$ cat config.mk
export PLATFORM = sky130hd
export DESIGN_NAME = asc_regs
export DESIGN_NICKNAME = d
export VERILOG_FILES = /design/src/hw/asc_pkg.sv /design/src/hw/asc_sync_sep.sv /design/src/hw/asc_regs.sv
export VERILOG_INCLUDE_DIRS = /design/src /design/src/hw
export SDC_FILE = /design/constraint.sdc
export NUM_CORES = 1
export LEC_CHECK = 0
export ABC_CLOCK_PERIOD_IN_PS = 10100
export BUFFER_PORTS_ARGS = -buffer_cell sky130_fd_sc_hd__buf_2
export CAP_MARGIN = 20
export CORE_ASPECT_RATIO = 1.1
export CORE_MARGIN = 2
export CORE_UTILIZATION = 56
export DETAILED_ROUTE_END_ITERATION = 10
export PLACE_DENSITY_LB_ADDON = 0.3
export SYNTH_ARGS = -nofsm -noshare
export SYNTH_HDL_FRONTEND = slang
export SYNTH_SLANG_ARGS = --single-unit
$ cat constraint.sdc
create_clock -name sys_clk_in -period 10.1 [get_ports sys_clk_in]
set_input_delay 2.02 -clock sys_clk_in [delete_from_list [all_inputs] [get_ports sys_clk_in]]
set_output_delay 2.02 -clock sys_clk_in [all_outputs]
set_load 0.005 [all_outputs]
$ cat src/hw/asc_cfg.svh
// constants for the analog sync and control register bank
// How it works
// - pulse leads on phase adjusted feedback clock
// - pulse lasts pulse width minus one clocks
// - per channel 8-bit gain, 255 is 1.0 V
// - 7-bit offset word in bits 7-1
// - separator toggles after threshold plus one 5 MHz ticks
// - 5-bit slicer level, 10 mV steps, reset 15
// - interface override bit forces select bit
// - select bit: 0 analog, 1 digital, ties
// - polarity override takes polarity from bit 6
// - polarity picks timing edge, other edge times the clamp
// - wrong polarity still works, clamp misplaced
// - output polarity bit sets line and green sync
// - line sync source override and select bits
// - frame sync out: 1 passes, 0 inverts
// - frame sync source override and select bits
// - clamp function bit 7 at 0 enables internal clamp
// - clamp starts placement clocks after trailing edge
`ifndef ASC_CFG_SVH
`define ASC_CFG_SVH

`define ASC_ADDR_PW        8'h07
`define ASC_ADDR_GAIN_R    8'h08
`define ASC_ADDR_GAIN_G    8'h09
`define ASC_ADDR_GAIN_B    8'h0A
`define ASC_ADDR_OFS_R     8'h0B
`define ASC_ADDR_OFS_G     8'h0C
`define ASC_ADDR_OFS_B     8'h0D
`define ASC_ADDR_SEP_THR   8'h0E
`define ASC_ADDR_SLICER    8'h0F
`define ASC_ADDR_SYNC_CTL  8'h10
`define ASC_ADDR_CLAMP_CTL 8'h11

`define ASC_RST_PW         8'h20
`define ASC_RST_GAIN       8'h80
`define ASC_RST_OFS        8'h80
`define ASC_RST_SEP_THR    8'h20
`define ASC_RST_SLICER     8'h78
`define ASC_RST_SYNC_CTL   8'h40
`define ASC_RST_CLAMP_CTL  8'h08

// field positions
`define ASC_OFS_MSB        7
`define ASC_OFS_LSB        1
`define ASC_SLICER_MSB     7
`define ASC_SLICER_LSB     3
`define ASC_BIT_IF_OVR     2
`define ASC_BIT_IF_SEL     1
`define ASC_BIT_HPOL_OVR   7
`define ASC_BIT_HPOL       6
`define ASC_BIT_HOUT_POL   5
`define ASC_BIT_HSRC_OVR   4
`define ASC_BIT_HSRC_SEL   3
`define ASC_BIT_VOUT_POL   2
`define ASC_BIT_VSRC_OVR   1
`define ASC_BIT_VSRC_SEL   0
`define ASC_BIT_CLAMP_OFF  7

// pin vector positions
`define ASC_PIN_HS         0
`define ASC_PIN_SOG        1
`define ASC_PIN_VS         2
`define ASC_PIN_DIG        3
`define ASC_PIN_SEP        3

// timing
`define ASC_PIX_CLK_HZ     25000000
`define ASC_SEP_CLK_HZ     5000000
`define ASC_SEP_DIV        (`ASC_PIX_CLK_HZ / `ASC_SEP_CLK_HZ)
`define ASC_SEP_DIV_LAST   3'(`ASC_SEP_DIV - 1)
`define ASC_ACT_TIMEOUT    65535
`define ASC_POL_MID        8'h80
`define ASC_POL_MAX        8'hFF

`endif

$ cat src/hw/asc_pkg.sv
// types shared by the analog sync and control register bank
package asc_pkg;
	typedef enum logic [1:0] {
		ASC_CL_IDLE = 2'b00,
		ASC_CL_WAIT = 2'b01,
		ASC_CL_ON   = 2'b10
	} asc_clamp_e;

	typedef struct packed {
		logic [7:0] cnt;
		logic       out;
	} asc_sep_s;
endpackage

$ cat src/hw/asc_sync_sep.sv
// sync separator: low-pass filter that pulls frame sync from composite sync
`timescale 1ns/1ps
`include "asc_cfg.svh"
module asc_sync_sep
	import asc_pkg::*;
(
	input  wire logic       sys_clk_in,
	input  wire logic       rst_in,
	input  wire logic       tick_in,
	input  wire logic       sync_in,
	input  wire logic [7:0] thr_in,
	output logic            sep_out
);
	asc_sep_s st_r;
	asc_sep_s st_nxt;

	always_comb begin
		st_nxt = st_r;
		if (sync_in == st_r.out) begin
			st_nxt.cnt = 8'h00;
		end else if (tick_in) begin
			// short line pulses never reach the threshold and are dropped
			if (st_r.cnt >= thr_in) begin
				st_nxt.out = sync_in;
				st_nxt.cnt = 8'h00;
			end else begin
				st_nxt.cnt = st_r.cnt + 8'h01;
			end
		end
	end

	always_ff @(posedge sys_clk_in or posedge rst_in) begin
		if (rst_in) begin
			st_r <= '0;
		end else begin
			st_r <= st_nxt;
		end
	end

	assign sep_out = st_r.out;
endmodule // asc_sync_sep

$ cat src/hw/asc_regs.sv
// analog sync processing and control register bank, pixel clock domain
`timescale 1ns/1ps
`include "asc_cfg.svh"
module asc_regs
	import asc_pkg::*;
#(
	parameter logic [15:0] ACT_TIMEOUT_CYC = 16'(`ASC_ACT_TIMEOUT)
) (
	input  wire logic       sys_clk_in,
	input  wire logic       rst_in,
	input  wire logic       reg_wr_in,
	input  wire logic       reg_rd_in,
	input  wire logic [7:0] reg_addr_in,
	input  wire logic [7:0] reg_wdata_in,
	output logic      [7:0] reg_rdata_out,
	input  wire logic       pll_fb_in,
	input  wire logic       hsync_in,
	input  wire logic       sync_on_green_in,
	input  wire logic       vsync_in,
	input  wire logic       digital_detect_in,
	input  wire logic [7:0] clamp_placement_in,
	input  wire logic [7:0] clamp_duration_in,
	output logic            hsync_out,
	output logic            sync_on_green_out,
	output logic            vsync_out,
	output logic            clamp_out,
	output logic            interface_digital_out,
	output logic            hsync_src_sog_out,
	output logic            vsync_src_sep_out,
	output logic            line_sync_polarity_out,
	output logic      [7:0] red_channel_gain_out,
	output logic      [7:0] green_channel_gain_out,
	output logic      [7:0] blue_channel_gain_out,
	output logic      [6:0] red_channel_offset_out,
	output logic      [6:0] green_channel_offset_out,
	output logic      [6:0] blue_channel_offset_out,
	output logic      [4:0] slicer_threshold_out
);
	typedef struct packed {
		logic [7:0]       pw;
		logic [7:0]       gain_r;
		logic [7:0]       gain_g;
		logic [7:0]       gain_b;
		logic [7:0]       ofs_r;
		logic [7:0]       ofs_g;
		logic [7:0]       ofs_b;
		logic [7:0]       sep_thr;
		logic [7:0]       slicer;
		logic [7:0]       sync_ctl;
		logic [7:0]       clamp_ctl;
		logic [7:0]       rdata;
		logic [3:0]       sy1;
		logic [3:0]       sy2;
		logic [3:0]       prev;
		logic [3:0][15:0] act_cnt;
		logic [7:0]       pol_cnt;
		logic             norm_prev;
		logic             hs_act;
		logic [7:0]       hs_cnt;
		asc_clamp_e       clamp_st;
		logic [7:0]       clamp_cnt;
		logic             clamp;
		logic [2:0]       div;
		logic             tick;
		logic             hs_o;
		logic             sog_o;
		logic             vs_o;
		logic             if_dig;
		logic             hsrc_sog;
		logic             vsrc_sep;
		logic             pol;
	} asc_state_s;

	asc_state_s st_r;
	asc_state_s st_nxt;
	logic       sep_w;
	logic       sep_in_w;

	// auto choice: a lone active candidate wins, otherwise the select bit
	function automatic logic pick_src(input logic ovr, input logic sel,
		input logic act_a, input logic act_b);
		logic res;
		res = sel;
		if (!ovr) begin
			if (act_a && !act_b) begin
				res = 1'b0;
			end else if (act_b && !act_a) begin
				res = 1'b1;
			end
		end
		return res;
	endfunction

	asc_sync_sep u_sep (
		.sys_clk_in (sys_clk_in),
		.rst_in     (rst_in),
		.tick_in    (st_r.tick),
		.sync_in    (sep_in_w),
		.thr_in     (st_r.sep_thr),
		.sep_out    (sep_w)
	);

	always_comb begin
		logic [3:0] edges;
		logic       hs_s;
		logic       sog_s;
		logic       norm;
		logic       trail;
		logic       pol_det;
		logic [7:0] load;
		edges   = '0;
		hs_s    = 1'b0;
		sog_s   = 1'b0;
		norm    = 1'b0;
		trail   = 1'b0;
		pol_det = 1'b0;
		load    = '0;
		st_nxt  = st_r;

		// register writes; unmapped offsets are ignored
		if (reg_wr_in) begin
			case (reg_addr_in)
				`ASC_ADDR_PW:        st_nxt.pw = reg_wdata_in;
				`ASC_ADDR_GAIN_R:    st_nxt.gain_r = reg_wdata_in;
				`ASC_ADDR_GAIN_G:    st_nxt.gain_g = reg_wdata_in;
				`ASC_ADDR_GAIN_B:    st_nxt.gain_b = reg_wdata_in;
				`ASC_ADDR_OFS_R:     st_nxt.ofs_r = reg_wdata_in;
				`ASC_ADDR_OFS_G:     st_nxt.ofs_g = reg_wdata_in;
				`ASC_ADDR_OFS_B:     st_nxt.ofs_b = reg_wdata_in;
				`ASC_ADDR_SEP_THR:   st_nxt.sep_thr = reg_wdata_in;
				`ASC_ADDR_SLICER:    st_nxt.slicer = reg_wdata_in;
				`ASC_ADDR_SYNC_CTL:  st_nxt.sync_ctl = reg_wdata_in;
				`ASC_ADDR_CLAMP_CTL: st_nxt.clamp_ctl = reg_wdata_in;
				default:             st_nxt.pw = st_r.pw;
			endcase
		end
		if (reg_rd_in) begin
			case (reg_addr_in)
				`ASC_ADDR_PW:        st_nxt.rdata = st_r.pw;
				`ASC_ADDR_GAIN_R:    st_nxt.rdata = st_r.gain_r;
				`ASC_ADDR_GAIN_G:    st_nxt.rdata = st_r.gain_g;
				`ASC_ADDR_GAIN_B:    st_nxt.rdata = st_r.gain_b;
				`ASC_ADDR_OFS_R:     st_nxt.rdata = st_r.ofs_r;
				`ASC_ADDR_OFS_G:     st_nxt.rdata = st_r.ofs_g;
				`ASC_ADDR_OFS_B:     st_nxt.rdata = st_r.ofs_b;
				`ASC_ADDR_SEP_THR:   st_nxt.rdata = st_r.sep_thr;
				`ASC_ADDR_SLICER:    st_nxt.rdata = st_r.slicer;
				`ASC_ADDR_SYNC_CTL:  st_nxt.rdata = st_r.sync_ctl;
				`ASC_ADDR_CLAMP_CTL: st_nxt.rdata = st_r.clamp_ctl;
				default:             st_nxt.rdata = 8'h00;
			endcase
		end

		// pin synchronisers; only the second stage is looked at
		st_nxt.sy1 = {digital_detect_in, vsync_in, sync_on_green_in,
			hsync_in};
		st_nxt.sy2 = st_r.sy1;
		hs_s  = st_r.sy2[`ASC_PIN_HS];
		sog_s = st_r.sy2[`ASC_PIN_SOG];
		st_nxt.prev = {sep_w, st_r.sy2[`ASC_PIN_VS], sog_s, hs_s};
		edges = st_nxt.prev ^ st_r.prev;

		// activity: any edge within the timeout window; a held level is idle
		for (int i = 0; i < 4; i++) begin
			if (edges[i]) begin
				st_nxt.act_cnt[i] = ACT_TIMEOUT_CYC;
			end else if (st_r.act_cnt[i] != 16'h0000) begin
				st_nxt.act_cnt[i] = st_r.act_cnt[i] - 16'h0001;
			end
		end

		// 5 MHz separator tick from the pixel clock
		st_nxt.tick = (st_r.div == 3'h0);
		if (st_r.div == `ASC_SEP_DIV_LAST) begin
			st_nxt.div = 3'h0;
		end else begin
			st_nxt.div = st_r.div + 3'h1;
		end

		// polarity detect: a line sync spends most of its time inactive
		if (hs_s && st_r.pol_cnt != `ASC_POL_MAX) begin
			st_nxt.pol_cnt = st_r.pol_cnt + 8'h01;
		end else if (!hs_s && st_r.pol_cnt != 8'h00) begin
			st_nxt.pol_cnt = st_r.pol_cnt - 8'h01;
		end
		pol_det = (st_r.pol_cnt < `ASC_POL_MID);
		st_nxt.pol = st_r.sync_ctl[`ASC_BIT_HPOL_OVR] ?
			st_r.sync_ctl[`ASC_BIT_HPOL] : pol_det;

		// source and interface selection
		st_nxt.hsrc_sog = pick_src(st_r.sync_ctl[`ASC_BIT_HSRC_OVR],
			st_r.sync_ctl[`ASC_BIT_HSRC_SEL],
			st_r.act_cnt[`ASC_PIN_HS] != 16'h0000,
			st_r.act_cnt[`ASC_PIN_SOG] != 16'h0000);
		st_nxt.vsrc_sep = pick_src(st_r.sync_ctl[`ASC_BIT_VSRC_OVR],
			st_r.sync_ctl[`ASC_BIT_VSRC_SEL],
			st_r.act_cnt[`ASC_PIN_VS] != 16'h0000,
			st_r.act_cnt[`ASC_PIN_SEP] != 16'h0000);
		st_nxt.if_dig = pick_src(st_r.slicer[`ASC_BIT_IF_OVR],
			st_r.slicer[`ASC_BIT_IF_SEL],
			(st_r.act_cnt[`ASC_PIN_HS] | st_r.act_cnt[`ASC_PIN_SOG])
				!= 16'h0000,
			st_r.sy2[`ASC_PIN_DIG]);

		// normalise to active high: the chosen edge leads, the other trails
		norm = st_r.hsrc_sog ? sog_s : (st_r.pol ? hs_s : ~hs_s);
		st_nxt.norm_prev = norm;
		// a wrong polarity only moves the trailing edge, so clamp shifts
		trail = st_r.norm_prev & ~norm;

		// output pulse: starts on feedback, ends width minus one later
		load = (st_r.pw > 8'h01) ? st_r.pw - 8'h01 : 8'h01;
		if (pll_fb_in) begin
			st_nxt.hs_act = 1'b1;
			st_nxt.hs_cnt = load;
		end else if (st_r.hs_act) begin
			if (st_r.hs_cnt <= 8'h01) begin
				st_nxt.hs_act = 1'b0;
			end else begin
				st_nxt.hs_cnt = st_r.hs_cnt - 8'h01;
			end
		end
		st_nxt.hs_o = st_nxt.hs_act ^
			st_r.sync_ctl[`ASC_BIT_HOUT_POL];
		st_nxt.sog_o = sog_s ^ st_r.sync_ctl[`ASC_BIT_HOUT_POL];
		st_nxt.vs_o = (st_r.vsrc_sep ? sep_w : st_r.sy2[`ASC_PIN_VS]) ^
			~st_r.sync_ctl[`ASC_BIT_VOUT_POL];

		// internal clamp, timed from the trailing edge
		case (st_r.clamp_st)
			ASC_CL_IDLE: begin
				st_nxt.clamp = 1'b0;
				if (trail && !st_r.clamp_ctl[`ASC_BIT_CLAMP_OFF] &&
					clamp_placement_in != 8'h00) begin
					st_nxt.clamp_st  = ASC_CL_WAIT;
					st_nxt.clamp_cnt = clamp_placement_in;
				end
			end
			ASC_CL_WAIT: begin
				if (st_r.clamp_cnt <= 8'h01) begin
					st_nxt.clamp_st  = (clamp_duration_in == 8'h00) ?
						ASC_CL_IDLE : ASC_CL_ON;
					st_nxt.clamp     = (clamp_duration_in != 8'h00);
					st_nxt.clamp_cnt = clamp_duration_in;
				end else begin
					st_nxt.clamp_cnt = st_r.clamp_cnt - 8'h01;
				end
			end
			ASC_CL_ON: begin
				if (st_r.clamp_cnt <= 8'h01) begin
					st_nxt.clamp_st = ASC_CL_IDLE;
					st_nxt.clamp    = 1'b0;
				end else begin
					st_nxt.clamp_cnt = st_r.clamp_cnt - 8'h01;
				end
			end
			default: begin
				st_nxt.clamp_st = ASC_CL_IDLE;
				st_nxt.clamp    = 1'b0;
			end
		endcase
		// disabling stops a clamp in flight
		if (st_r.clamp_ctl[`ASC_BIT_CLAMP_OFF]) begin
			st_nxt.clamp_st = ASC_CL_IDLE;
			st_nxt.clamp    = 1'b0;
		end
	end

	always_ff @(posedge sys_clk_in or posedge rst_in) begin
		if (rst_in) begin
			st_r           <= '0;
			st_r.pw        <= `ASC_RST_PW;
			st_r.gain_r    <= `ASC_RST_GAIN;
			st_r.gain_g    <= `ASC_RST_GAIN;
			st_r.gain_b    <= `ASC_RST_GAIN;
			st_r.ofs_r     <= `ASC_RST_OFS;
			st_r.ofs_g     <= `ASC_RST_OFS;
			st_r.ofs_b     <= `ASC_RST_OFS;
			st_r.sep_thr   <= `ASC_RST_SEP_THR;
			st_r.slicer    <= `ASC_RST_SLICER;
			st_r.sync_ctl  <= `ASC_RST_SYNC_CTL;
			st_r.clamp_ctl <= `ASC_RST_CLAMP_CTL;
			st_r.pol_cnt   <= `ASC_POL_MID;
			st_r.pol       <= 1'b1;
			st_r.vs_o      <= 1'b1;
			st_r.clamp_st  <= ASC_CL_IDLE;
		end else begin
			st_r <= st_nxt;
		end
	end

	// the separator filters whichever line sync source is in use
	assign sep_in_w = st_r.norm_prev;

	assign reg_rdata_out            = st_r.rdata;
	assign hsync_out                = st_r.hs_o;
	assign sync_on_green_out        = st_r.sog_o;
	assign vsync_out                = st_r.vs_o;
	assign clamp_out                = st_r.clamp;
	assign interface_digital_out    = st_r.if_dig;
	assign hsync_src_sog_out        = st_r.hsrc_sog;
	assign vsync_src_sep_out        = st_r.vsrc_sep;
	assign line_sync_polarity_out   = st_r.pol;
	assign red_channel_gain_out     = st_r.gain_r;
	assign green_channel_gain_out   = st_r.gain_g;
	assign blue_channel_gain_out    = st_r.gain_b;
	assign red_channel_offset_out   =
		st_r.ofs_r[`ASC_OFS_MSB:`ASC_OFS_LSB];
	assign green_channel_offset_out =
		st_r.ofs_g[`ASC_OFS_MSB:`ASC_OFS_LSB];
	assign blue_channel_offset_out  =
		st_r.ofs_b[`ASC_OFS_MSB:`ASC_OFS_LSB];
	assign slicer_threshold_out     =
		st_r.slicer[`ASC_SLICER_MSB:`ASC_SLICER_LSB];
endmodule // asc_regs

==> out/qor.yml <==
yosysWarnings: 0
ir_drop_v: 0.000124
dp.cells: 1452
hold_violations: 0
wl_met3_um: 1540
r2r-end: "st_r[39]"
fin_cells: 1500
drive_gt1_share_pct: 24.6
cts.sinks: 221
worst-path-max-fanout: 21
crit_path_end_kind: "flop"
drtIter0Drc: 806
critPathCapture: "red_channel_gain_out[6]"
ant_nets: 0
pre_cts_ws_ps: 5940
area_growth_syn_to_layout_pct: 9.41
final_nets: 1270
fill_cells: 1745
setup_ws_ps: 6370
finalSetupViolations: 0
start_util_pct: 56.7
synthesis.area_mm2: 0.0120
yosys-top-cells-count: "dfrtp_1 (204), mux2_2 (100), nand2_1 (89), buf_4 (60), inv_1 (58)"
cts_buffers: 24
timing.rr.start: "st_r[39]"
crit_path_start: "reg_addr_in[1]"
clock-root-buffer: "clkbuf_16"
met1_length_um: 12100
start_kind: "input pin"
worstRegToRegCells: 8
avgViaCountPerCell: 5.95
postSynth.asyncResetShare_pct: 100
cts_max_level: 1
drcViolationCount: 0
critPathKind: "input pin to flop"
synth.most_common_cell: "dfrtp_1"
cts_hold_buf: 0
grt_max_degree: 150
worstHoldPathType: "flop to flop"
clock_path_buffers: 3
yosys.area.top_type: "dfrtp_1"
grt_overflow_total: 0
grt_usage_pct: 24.6
syn-num-nets: 1229
antenna_cells: 0
r2r_slack_ps: 6980
fmax_mhz: 268
power_density_mw_per_mm2: 198
drv_cap: 0
grt_pass1_wl_um: 44500
netlist.area_leader.share_pct: 42.4
status: "finished, final reports clean"
io_pins: 107
ys_ff_latch: 221
rows: 56
ctsResizeCount: 0
tightest_slew_ps: 1050
post_cts_buffers: 0
die_w_um: 144
fin_skew_ps: 10.6
drv_slew: 0
leakagePower_nw: 5.66
arrival_ps: 4120
seq_area_frac_synth_pct: 46.2
met2_length_um: 13300
period_minus_slack_ps: 3730
top_layer_used: "met4"
grt_pass1_vias: 8691
cts_tree: "yes"
yosys_most_used_dff: "dfrtp_1"
worstSkewPairLatency_ps: 510
hpwlAfterDp_um: 19400
p_total_mw: 2.60
die_h_um: 158
required_ps: 10490
gp_congestion: 0.927
wl_per_cell_um: 18.6
period_share_pct: 36.9
slew_headroom_pct: 29.9
fin_tns_setup_ps: 0
clkTransAtPathRegs_ps: 60
synth_edf_count: 0
portBuffers: 106
die-area_mm2: 0.0227
wl_um: 27900
netlist-cell-type-count: 79
dr.pass1.iters: 6
antenna_found_initial: 0
num_vias: 8926
syn_inst: 1151
core_area_mm2: 0.0212
avgSynthCellArea_um2: 10.4
rsz0062_at_grt: "no"
synth_area_leaders: "dfrtp_1 (42%), mux2_2 (9.4%), buf_4 (3.7%)"
routing by layer:
layer	up-vias	global-route usage, %
li1	4161	-
met1	4425	33.1
met2	280	40.8
met3	60	3.66
met4	0	8.73
met5	-	0
cells in the final DEF, fill, tap and decap left out, types with 10 or more instances in the layout:
cell       netlist  layout
dfrtp_1        204     204
buf_2            9     106
mux2_2         100     100
nand2_1         89      89
inv_1           58      57
nor2_1          50      50
o21ai_0         46      46
nand3_1         45      45
xor2_1          44      44
ha_1            36      36
a21oi_1         33      33
nor3_1          24      24
clkbuf_16        0      24
xnor2_1         22      22
nor4_1          22      22
and3_1          19      19
dfstp_2         17      17
nand4_1         15      15
nor2b_1         14      14
mux2i_1         13      13
nand2b_1        13      13
nand4b_1        13      13
o211ai_1        10      10
report_power, final:
group / switching, mW / internal (mW)
Clock: 0.355 / 0.488
Sequential: 0.109 / 0.992
Combinational: 0.378 / 0.279
how the worst min path moves through the flow:
stage | from | to | slack (ps) | depth (start not counted)
6_report | st_nxt[108] | st_nxt[104] | 350 | 0
3_3_place_gp | st_nxt[110] | st_nxt[106] | 340 | 0
4_1_cts | st_nxt[108] | st_nxt[104] | 360 | 0
2_1_floorplan | st_nxt[108] | st_nxt[104] | 330 | 0
5_1_grt | st_nxt[111] | st_r[111] | 370 | 0
3_5_place_dp | st_nxt[108] | st_nxt[104] | 340 | 0
cells by family after synthesis:
| group | count (synthesis) | share of synthesized area [%] |
|---|---|---|
| and+or+nand+nor | 360 | 16.0 |
| DFF | 221 | 46.2 |
| AOI/OAI and AO/OA | 192 | 11.0 |
| buffers and inverters | 158 | 6.91 |
| muxes | 117 | 11.2 |
| xor gates and xnor gates | 66 | 4.81 |
| adders and majority gates | 37 | 3.91 |
worst max-delay path: stages:
cell,delay [ps]
buf_2,250
nor2_1,860
nand3_1,540
mux2_2,430
state kept, by name, indices dropped and copies added, names as in the netlist, 5 cells and up:
signal                    count
blue_channel_offset_out       7
reg_rdata_out                 8
green_channel_offset_out      7
blue_channel_gain_out         8
st_nxt                        7
green_channel_gain_out        8
st_r                        138
u_sep.st_r                    8
slicer_threshold_out          5
red_channel_gain_out          8
red_channel_offset_out        7
stage by stage:
stage | hold WS, ps | area (um2) | util [%]
2_1_floorplan | 331 | 12000 | -
3_3_place_gp | 340 | 12300 | 58.2
3_5_place_dp | 343 | 12400 | 58.2
4_1_cts | 356 | 13100 | 61.8
5_1_grt | 374 | 13200 | 62.0
6_report | 354 | 13200 | 62.0
area by class of cell:
type	count	area [um2]	share of cell area, %
multi-input cells	772	5650	42.9
flip-flops and latches	221	5550	42.2
clock buffers	32	661	5.02
repair buffers	115	611	4.64
well taps	290	363	2.76
inverters	58	225	1.71
clock inverters	12	104	0.789
Note: power is estimated with default switching activity, not from simulation.
